--- src/cal_seq_params.svh ---
`ifndef CAL_SEQ_PARAMS_SVH
`define CAL_SEQ_PARAMS_SVH
// Sample clock period in ps (250 MHz)
`define CLK_PERIOD_PS 4000
// Pipeline latency in half periods: 7.5 periods
`define LATENCY_HALF_CYCLES 15
`define LATENCY_FULL_CYCLES 7
// Calibration times in ms
`define CAL_NOM_MS 200
`define CAL_MAX_MS 550
`define CAL_NOM_CYCLES (`CAL_NOM_MS * 64'd1000000000 / `CLK_PERIOD_PS)
`define CAL_MAX_CYCLES (`CAL_MAX_MS * 64'd1000000000 / `CLK_PERIOD_PS)
// Serial clock period minimums in sample periods
`define SCLK_WR_MIN_CYCLES 16
`define SCLK_RD_MIN_CYCLES 66
// Sleep-mode select setup in us, and its cycle count
`define SLEEP_SETUP_US 150
`define SLEEP_SETUP_CYCLES ((`SLEEP_SETUP_US * 1000000 + `CLK_PERIOD_PS - 1) / `CLK_PERIOD_PS)
`define NAP_SETUP_CYCLES 1
// Least reset low time in cycles
`define RESET_LOW_MIN_CYCLES 1
`endif

--- src/cal_seq_pkg.sv ---
package cal_seq_pkg;
  typedef enum logic [2:0] {
    DEV_HOLD = 3'b001,
    DEV_CAL = 3'b010,
    DEV_RUN = 3'b100
  } dev_state_e;
  typedef enum logic [3:0] {
    HOST_POWERUP = 4'b0001,
    HOST_WAIT = 4'b0010,
    HOST_READY = 4'b0100,
    HOST_RESET = 4'b1000
  } host_state_e;
endpackage

--- src/cal_link_if.sv ---
`timescale 1ns/10ps
interface cal_link_if #(parameter int DATA_W = 12);
  logic cal_reset_n_o;
  logic cal_reset_n_oe;
  logic serial_data_out;
  logic serial_select_n;
  logic over_range;
  logic forwarded_output_clock;
  logic [DATA_W-1:0] sample_data;
  logic sample_valid;
  modport device (input cal_reset_n_o, input cal_reset_n_oe, input serial_data_out, input serial_select_n,
    output over_range, output forwarded_output_clock, output sample_data, output sample_valid);
  modport host (output cal_reset_n_o, output cal_reset_n_oe, output serial_data_out, output serial_select_n,
    input over_range, input forwarded_output_clock, input sample_data, input sample_valid);
endinterface

--- src/cal_device.sv ---
`timescale 1ns/10ps
`include "cal_seq_params.svh"
// Behaviour
// Output sample 7.5 clocks after conversion start
// Power-on detector starts calibration automatically
// Calibration starts on reset rising edge
// Over-range high from reset low to done
// After calibration, over-range shows real overrange
// Output clock low while reset asserted; code gates it from the first edge after assertion
// Output clock restarts first edge after release
// Calibration nominal 200 ms, max 550 ms
// Host: stable clock, data-out high, no serial
// Host may recalibrate later via user reset
// Serial clock period 16 write, 66 read
// Serial port unrelated to sample clock
// Sleep mode needs 150 us select setup
// Recalibrate: hold reset low one cycle
module cal_device #(
  parameter int DATA_W = 12,
  parameter longint CAL_CYCLES = `CAL_NOM_CYCLES,
  parameter int LATENCY = `LATENCY_FULL_CYCLES
) (
  input wire logic core_clk_in,
  input wire logic rst_in,
  input wire logic supplies_good_in,
  input wire logic [DATA_W-1:0] conv_data_in,
  input wire logic conv_overrange_in,
  cal_link_if.device link,
  output logic cal_busy_out,
  output logic cal_fault_out
);
  cal_seq_pkg::dev_state_e state_r, state_nxt;
  logic [31:0] cnt_r, cnt_nxt;
  logic por_done_r, por_done_nxt;
  logic rstn_line;
  logic fault_r, fault_nxt;
  logic clk_en_r, clk_en_nxt;
  // Input capture stage plus LATENCY stages, so sample edge to output is LATENCY and a half
  logic [DATA_W-1:0] pipe_r [LATENCY+1];
  // Unpacked so each generated process owns its own element
  logic or_pipe_r [LATENCY+1];
  logic [DATA_W-1:0] data_hold_r;
  logic or_out_r, or_out_nxt;

  // Wired-AND line with internal pull-up; power-on detector holds it low
  assign rstn_line = !(link.cal_reset_n_oe && !link.cal_reset_n_o) && por_done_r;

  always_comb begin
    state_nxt = state_r;
    cnt_nxt = cnt_r;
    por_done_nxt = por_done_r | supplies_good_in;
    fault_nxt = fault_r;
    unique case (state_r)
      cal_seq_pkg::DEV_HOLD: begin
        cnt_nxt = 32'h0000_0000;
        if (rstn_line) begin
          state_nxt = cal_seq_pkg::DEV_CAL;
          // Calibration is corrupt if data-out was pulled low or the port was in use
          fault_nxt = !link.serial_data_out || !link.serial_select_n;
        end
      end
      cal_seq_pkg::DEV_CAL: begin
        if (!rstn_line) begin
          state_nxt = cal_seq_pkg::DEV_HOLD;
        end else if (cnt_r >= 32'(CAL_CYCLES - 1)) begin
          state_nxt = cal_seq_pkg::DEV_RUN;
        end else begin
          cnt_nxt = cnt_r + 32'h0000_0001;
        end
      end
      cal_seq_pkg::DEV_RUN: begin
        if (!rstn_line) begin
          state_nxt = cal_seq_pkg::DEV_HOLD;
        end
      end
    endcase
  end

  always_ff @(posedge core_clk_in) begin
    if (rst_in) begin
      state_r <= cal_seq_pkg::DEV_HOLD;
      cnt_r <= 32'h0000_0000;
      por_done_r <= 1'b0;
      fault_r <= 1'b0;
    end else begin
      state_r <= state_nxt;
      cnt_r <= cnt_nxt;
      por_done_r <= por_done_nxt;
      fault_r <= fault_nxt;
    end
  end

  // Forwarded clock gated low from the first edge after reset asserts, enabled on first edge after release
  always_comb begin
    clk_en_nxt = rstn_line;
    or_out_nxt = (state_r != cal_seq_pkg::DEV_RUN) || !rstn_line ? 1'b1 : or_pipe_r[LATENCY-1];
  end

  always_ff @(posedge core_clk_in) begin
    if (rst_in) begin
      clk_en_r <= 1'b0;
      or_out_r <= 1'b1;
    end else begin
      clk_en_r <= clk_en_nxt;
      or_out_r <= or_out_nxt;
    end
  end

  // Integer stages of the pipeline; last half period from the falling-edge hold
  genvar i;
  generate
    for (i = 0; i <= LATENCY; i++) begin : g_pipe
      always_ff @(posedge core_clk_in) begin
        if (rst_in) begin
          pipe_r[i] <= '0;
          or_pipe_r[i] <= 1'b0;
        end else begin
          pipe_r[i] <= (i == 0) ? conv_data_in : pipe_r[(i == 0) ? 0 : i - 1];
          or_pipe_r[i] <= (i == 0) ? conv_overrange_in : or_pipe_r[(i == 0) ? 0 : i - 1];
        end
      end
    end
  endgenerate

  // Half-cycle retime gives the 7.5 period latency
  always_ff @(negedge core_clk_in) begin
    if (rst_in) begin
      data_hold_r <= '0;
    end else begin
      data_hold_r <= pipe_r[LATENCY];
    end
  end

  assign link.forwarded_output_clock = clk_en_r & core_clk_in;
  assign link.sample_data = data_hold_r;
  assign link.sample_valid = (state_r == cal_seq_pkg::DEV_RUN);
  assign link.over_range = or_out_r;
  assign cal_busy_out = (state_r != cal_seq_pkg::DEV_RUN);
  assign cal_fault_out = fault_r;
endmodule

--- src/flat_wrapper.sv ---
// flat-port wrapper written by rule: the top's interface ports become plain ports
module cal_device_flat 
#(
  parameter int DATA_W = 12,
  parameter longint CAL_CYCLES = `CAL_NOM_CYCLES,
  parameter int LATENCY = `LATENCY_FULL_CYCLES
)
  (core_clk_in, rst_in, supplies_good_in, conv_data_in, conv_overrange_in, cal_busy_out, cal_fault_out, link_cal_reset_n_o, link_cal_reset_n_oe, link_serial_data_out, link_serial_select_n, link_over_range, link_forwarded_output_clock, link_sample_data, link_sample_valid);
  cal_link_if #(.DATA_W(DATA_W)) link_i ();
  input wire logic core_clk_in;
  input wire logic rst_in;
  input wire logic supplies_good_in;
  input wire logic [DATA_W-1:0] conv_data_in;
  input wire logic conv_overrange_in;
  output logic cal_busy_out;
  output logic cal_fault_out;
  input wire logic [$bits(link_i.cal_reset_n_o)-1:0] link_cal_reset_n_o;
  input wire logic [$bits(link_i.cal_reset_n_oe)-1:0] link_cal_reset_n_oe;
  input wire logic [$bits(link_i.serial_data_out)-1:0] link_serial_data_out;
  input wire logic [$bits(link_i.serial_select_n)-1:0] link_serial_select_n;
  output wire logic [$bits(link_i.over_range)-1:0] link_over_range;
  output wire logic [$bits(link_i.forwarded_output_clock)-1:0] link_forwarded_output_clock;
  output wire logic [$bits(link_i.sample_data)-1:0] link_sample_data;
  output wire logic [$bits(link_i.sample_valid)-1:0] link_sample_valid;
  assign link_i.cal_reset_n_o = link_cal_reset_n_o;
  assign link_i.cal_reset_n_oe = link_cal_reset_n_oe;
  assign link_i.serial_data_out = link_serial_data_out;
  assign link_i.serial_select_n = link_serial_select_n;
  assign link_over_range = link_i.over_range;
  assign link_forwarded_output_clock = link_i.forwarded_output_clock;
  assign link_sample_data = link_i.sample_data;
  assign link_sample_valid = link_i.sample_valid;
  cal_device #(.DATA_W(DATA_W), .CAL_CYCLES(CAL_CYCLES), .LATENCY(LATENCY)) u_core (.core_clk_in(core_clk_in), .rst_in(rst_in), .supplies_good_in(supplies_good_in), .conv_data_in(conv_data_in), .conv_overrange_in(conv_overrange_in), .link(link_i), .cal_busy_out(cal_busy_out), .cal_fault_out(cal_fault_out));
endmodule
--- config.mk ---
export PLATFORM = sky130hd
export DESIGN_NAME = cal_device_flat
export DESIGN_NICKNAME = d
export VERILOG_FILES = /design/src/cal_seq_pkg.sv /design/src/cal_link_if.sv /design/src/cal_device.sv /design/src/flat_wrapper.sv
export VERILOG_INCLUDE_DIRS = /design/src
export SDC_FILE = /design/constraint.sdc
export NUM_CORES = 1
export LEC_CHECK = 0
export BUFFER_PORTS_ARGS = -buffer_cell sky130_fd_sc_hd__clkbuf_2
export CORE_UTILIZATION = 35
export CTS_BUF_LIST = sky130_fd_sc_hd__clkbuf_2 sky130_fd_sc_hd__clkbuf_4 sky130_fd_sc_hd__clkbuf_8
export CTS_CLUSTER_SIZE = 24
export DETAILED_ROUTE_END_ITERATION = 6
export GPL_TIMING_DRIVEN = 0
export MAX_ROUTING_LAYER = met4
export SLEW_MARGIN = 20
export SYNTH_ARGS = -nofsm -noshare
export SYNTH_HDL_FRONTEND = slang
export SYNTH_SLANG_ARGS = --single-unit
export TNS_END_PERCENT = 1
--- constraint.sdc ---
create_clock -name core_clk_in -period 4.2 [get_ports core_clk_in]
set_input_delay 1.05 -clock core_clk_in [delete_from_list [all_inputs] [get_ports core_clk_in]]
set_output_delay 1.05 -clock core_clk_in [all_outputs]
set_load 0.1 [all_outputs]
# == Word-level counts from Yosys, hierarchy flattened ==
# Memory sizes are Yosys's and may differ from the RTL's. A register that Yosys moved wholly into a read port is not among the register bits.
# Index checks and enable logic that the tools add are counted.
# W data, S select, Z words.
# word_totals
ff_bits,39
elab_cells,78
ram_bits,104
mem_count,2
in_bits,20
out_inout_bits,17
# mem_list
name,words,word_bits,rd,rd_ports_with_merged_regs,wr,line_no,rtl
u_core.pipe_r,8,12,8,1,8,cal_device.sv:39,logic [DATA_W-1:0] pipe_r [LATENCY+1];
u_core.or_pipe_r,8,1,7,0,8,cal_device.sv:41,logic or_pipe_r [LATENCY+1];
# op_classes
n_eq_ne,9
n_addsub,1
order_cmp,1
reduce_logical,14
n_mux,27
bitwise_logic,18
# ops
operator,count
$mux W12,8
$mux W32,2
$pmux W32 S2,1
$add A32 B1 Y32 const B,1
$ge A32 B26 Y1 const B,1
$or A1 B1 Y1,17
$mux W3,4
$mux W1,11
$pmux W3 S3,1
$ne A3 B3 Y1 const B,2
$reduce_and A3 Y1,2
$logic_not A1 Y1,5
$ne A2 B1 Y1 const B,2
$ne A2 B2 Y1 const B,2
$eq A3 B1 Y1 const B,1
$eq A3 B2 Y1 const B,1
$eq A3 B3 Y1 const B,1
$logic_and A1 B1 Y1,2
$logic_or A1 B1 Y1,2
$reduce_and A2 Y1,1
$reduce_bool A2 Y1,1
$reduce_or A2 Y1,1
$and A1 B1 Y1,1

# == Longest topological paths before layout ==
# depth
ltp_word,7
mapped_depth,8
ltp_nobuf,6

==> metrics.cfg <==
[outcome]
outcome = finished, violations left
violations = setup timing

[setup_path]
path_buf_inv = 1
cp_num_cells = 1
r2r_start = u_core.pipe_r[7][9]$_SDFF_PP0_
end_kind = output pin
cp_top_family = flip-flops
critPathArrivalTime_ns = 3.19
crit_chain = clkbuf_16
crit_fanout = 1
worstPathRequired_ns = 3.15
max_stage_delay_ns = 0.33
crit_type = register to output pin
r2r_cells = 1
cpMaxStageDelayCell = dfxtp_2
cp-startpoint = u_core.link.sample_data[6]$_SDFF_NP0_
start_kind = register

[synth]
synth_top_family_by_area = simple AND/OR/NAND/NOR gates
ys_async_sr_fraction = 0
synthCells = 459
ys_top_cells_by_area = dfxtp_1 (63%), nor2b_1 (15%), a21oi_1 (2.4%)
synth_edf_count = 0
yosysSeqAreaShare = 0.632
yosysTopAreaCell = dfxtp_1
synth-simple-area-share = 0.269
ys_ff_latch = 154
yosys_warnings = 0
synth_fp_nets = 480
synth_compound_area_frac = 0.0633
yosysUniqueCellTypes = 35
synth_top_cell_area_share = 0.632
synth_fa_ha_area_frac = 0.00256
syn_area_um2 = 4880
synth_mux_area_frac = 0.00410
synth_xor_area_frac = 0.00539
syn_area_per_cell_um2 = 10.6
synth_flop_cell = dfxtp_1

[flow_run]
drv_cap = 0

[finish]
fin_nets = 549
drive_gt1_frac = 0.163
syn2layout_area_growth_pct = 23.3
diodes = 0
final_cell_area_um2 = 6010

[die]
fp-row-count = 42
die_w_um = 120
start_util = 0.364
die_h_um = 120
core-area_um2 = 13400
dieArea_um2 = 14400
ioPinCount = 37

[sta]
hold_violations = 0
slew_viol_final = 0
holdWs_ns = 0.429
finClkSkew_ns = 0.0238
worstMarginPinSlew_ns = 0.697
tns_ns = -0.320
setup_viol = 12
setup_ws_ns = -0.0373
slew_headroom = 0.534
rsz0062_at_grt = true

[drt]
ant_nets = 0
routed_via_density = 4.48
detail_route.iter0.violations = 180
wl_mm = 7.87
vias = 3209
dr.pass1.iters = 4
drc = 0
drt-wirelength-per-cell_um = 11.0

[global_routing]
gr-total-overflow = 0
grt_start_max_net_pins = 17
grt_pass1_vias = 2969
grt_pass1_wl_mm = 13.5
grtUsageTotal = 0.127
antenna_found_initial = 0

[cts]
cts_tree = built
postCtsSetupRepairBufs = 0
insertion_delay_ns = 0.56
ctsHoldBuffers = 0
clk_pin_slew_worst_paths_ns = 0.08

[worst_hold_path]
hp-class = register to register
hold_start = u_core.pipe_r[3][3]$_SDFF_PP0_
holdPathStages = 1

[pwr]
p_leak_nw = 2.33
p_per_area_nw_per_um2 = 471
p_total_mw = 2.83
ir_drop_v = 0.000436

[placed_design]
gp_congestion = 0.846
hpwl_mm = 5.26
portBuffers = 36
place_area_um2 = 5280

power by group:
group | internal, mW | switching, mW
registers | 1.49 | 0.0107
logic | 0.0454 | 0.0904
clock network | 0.627 | 0.573
through the flow:
step	worst slack (ns)	std cells	utilization
finish	-0.0373	717	0.449
floorplan	0.141	459	-
global route	-0.106	717	0.449
CTS	-0.0564	717	0.449
global placement	-0.180	671	0.394
detailed placement	-0.208	671	0.394
worst paths after layout:
check	slack [ns]	to
max reg2reg	1.56	u_core.link.sample_data[9]$_SDFF_NP0_
min reg2reg	0.43	u_core.pipe_r[4][3]$_SDFF_PP0_
min	0.43	u_core.pipe_r[4][3]$_SDFF_PP0_
max	-0.04	link_sample_data[6]
cells in the final DEF (no fill, tap or decap), types with 15 or more instances in the layout:
| master | Yosys | final |
|---|---|---|
| o21ai_0 | 19 | 19 |
| or3_1 | 18 | 18 |
| clkbuf_1 | 23 | 23 |
| nor2b_1 | 115 | 115 |
| a21oi_1 | 23 | 23 |
| clkbuf_8 | 0 | 22 |
| dfxtp_1 | 154 | 142 |
| inv_1 | 4 | 15 |
| clkbuf_2 | 0 | 24 |
state kept, by name, summed over array words and instances, names as in the netlist:
| signal | cells |
|---|---|
| u_core.link.over_range | 1 |
| u_core.cal_fault_out | 1 |
| u_core.or_pipe_r | 7 |
| u_core.cnt_r | 32 |
| u_core.por_done_r | 1 |
| u_core.state_r | 3 |
| u_core.link.sample_data | 12 |
| u_core.clk_en_r | 1 |
| u_core.pipe_r | 96 |
repair_timing:
action / 4_1_cts / 5_1_grt
gates cloned: 0 / 0
endpoints found under the setup margin: 12 / 12
gates resized for setup: 48 / 0
hold endpoints to repair: 0 / 0
synth_stat cells (all sizes together), types with 7 or more instances:
| cell type | number |
|---|---|
| a21oi | 23 |
| and2 | 10 |
| and3 | 8 |
| clkbuf | 23 |
| dfxtp | 154 |
| nand2 | 12 |
| nand3 | 12 |
| nand4 | 11 |
| nor2 | 12 |
| nor2b | 115 |
| o21ai | 19 |
| or3 | 18 |
| or4 | 7 |
layout make-up:
| type | count | area [µm²] |
|---|---|---|
| fill | 1264 | 7390 |
| sequential | 154 | 3100 |
| multi-input combinational | 276 | 1680 |
| timing repair buffer | 35 | 415 |
| clock buffer | 25 | 323 |
| tap | 176 | 220 |
| clock inverter | 23 | 165 |
| buffer | 25 | 101 |
| inverter | 3 | 11.3 |
kinds of logic (layout without fill, tap and decap cells):
group / Yosys count / in the layout
buffers and inverters: 29 / 111
muxes: 2 / 2
AOI/OAI and AO/OA: 53 / 53
adders and majority gates: 1 / 1
DFF: 154 / 154
xor gates and xnor gates: 3 / 3
and+or+nand+nor: 217 / 217
metal layers:
metal / share of wire / global-route usage / vias to the layer above
met2: 0.46 / 0.189 / 78
met3: 0.050 / 0.0452 / 15
li1: - / - / 1676
met4: 0.021 / 0.0836 / 0
met5: 0 / - / -
met1: 0.47 / 0.145 / 1440
Power figures use the tool's default switching activity.
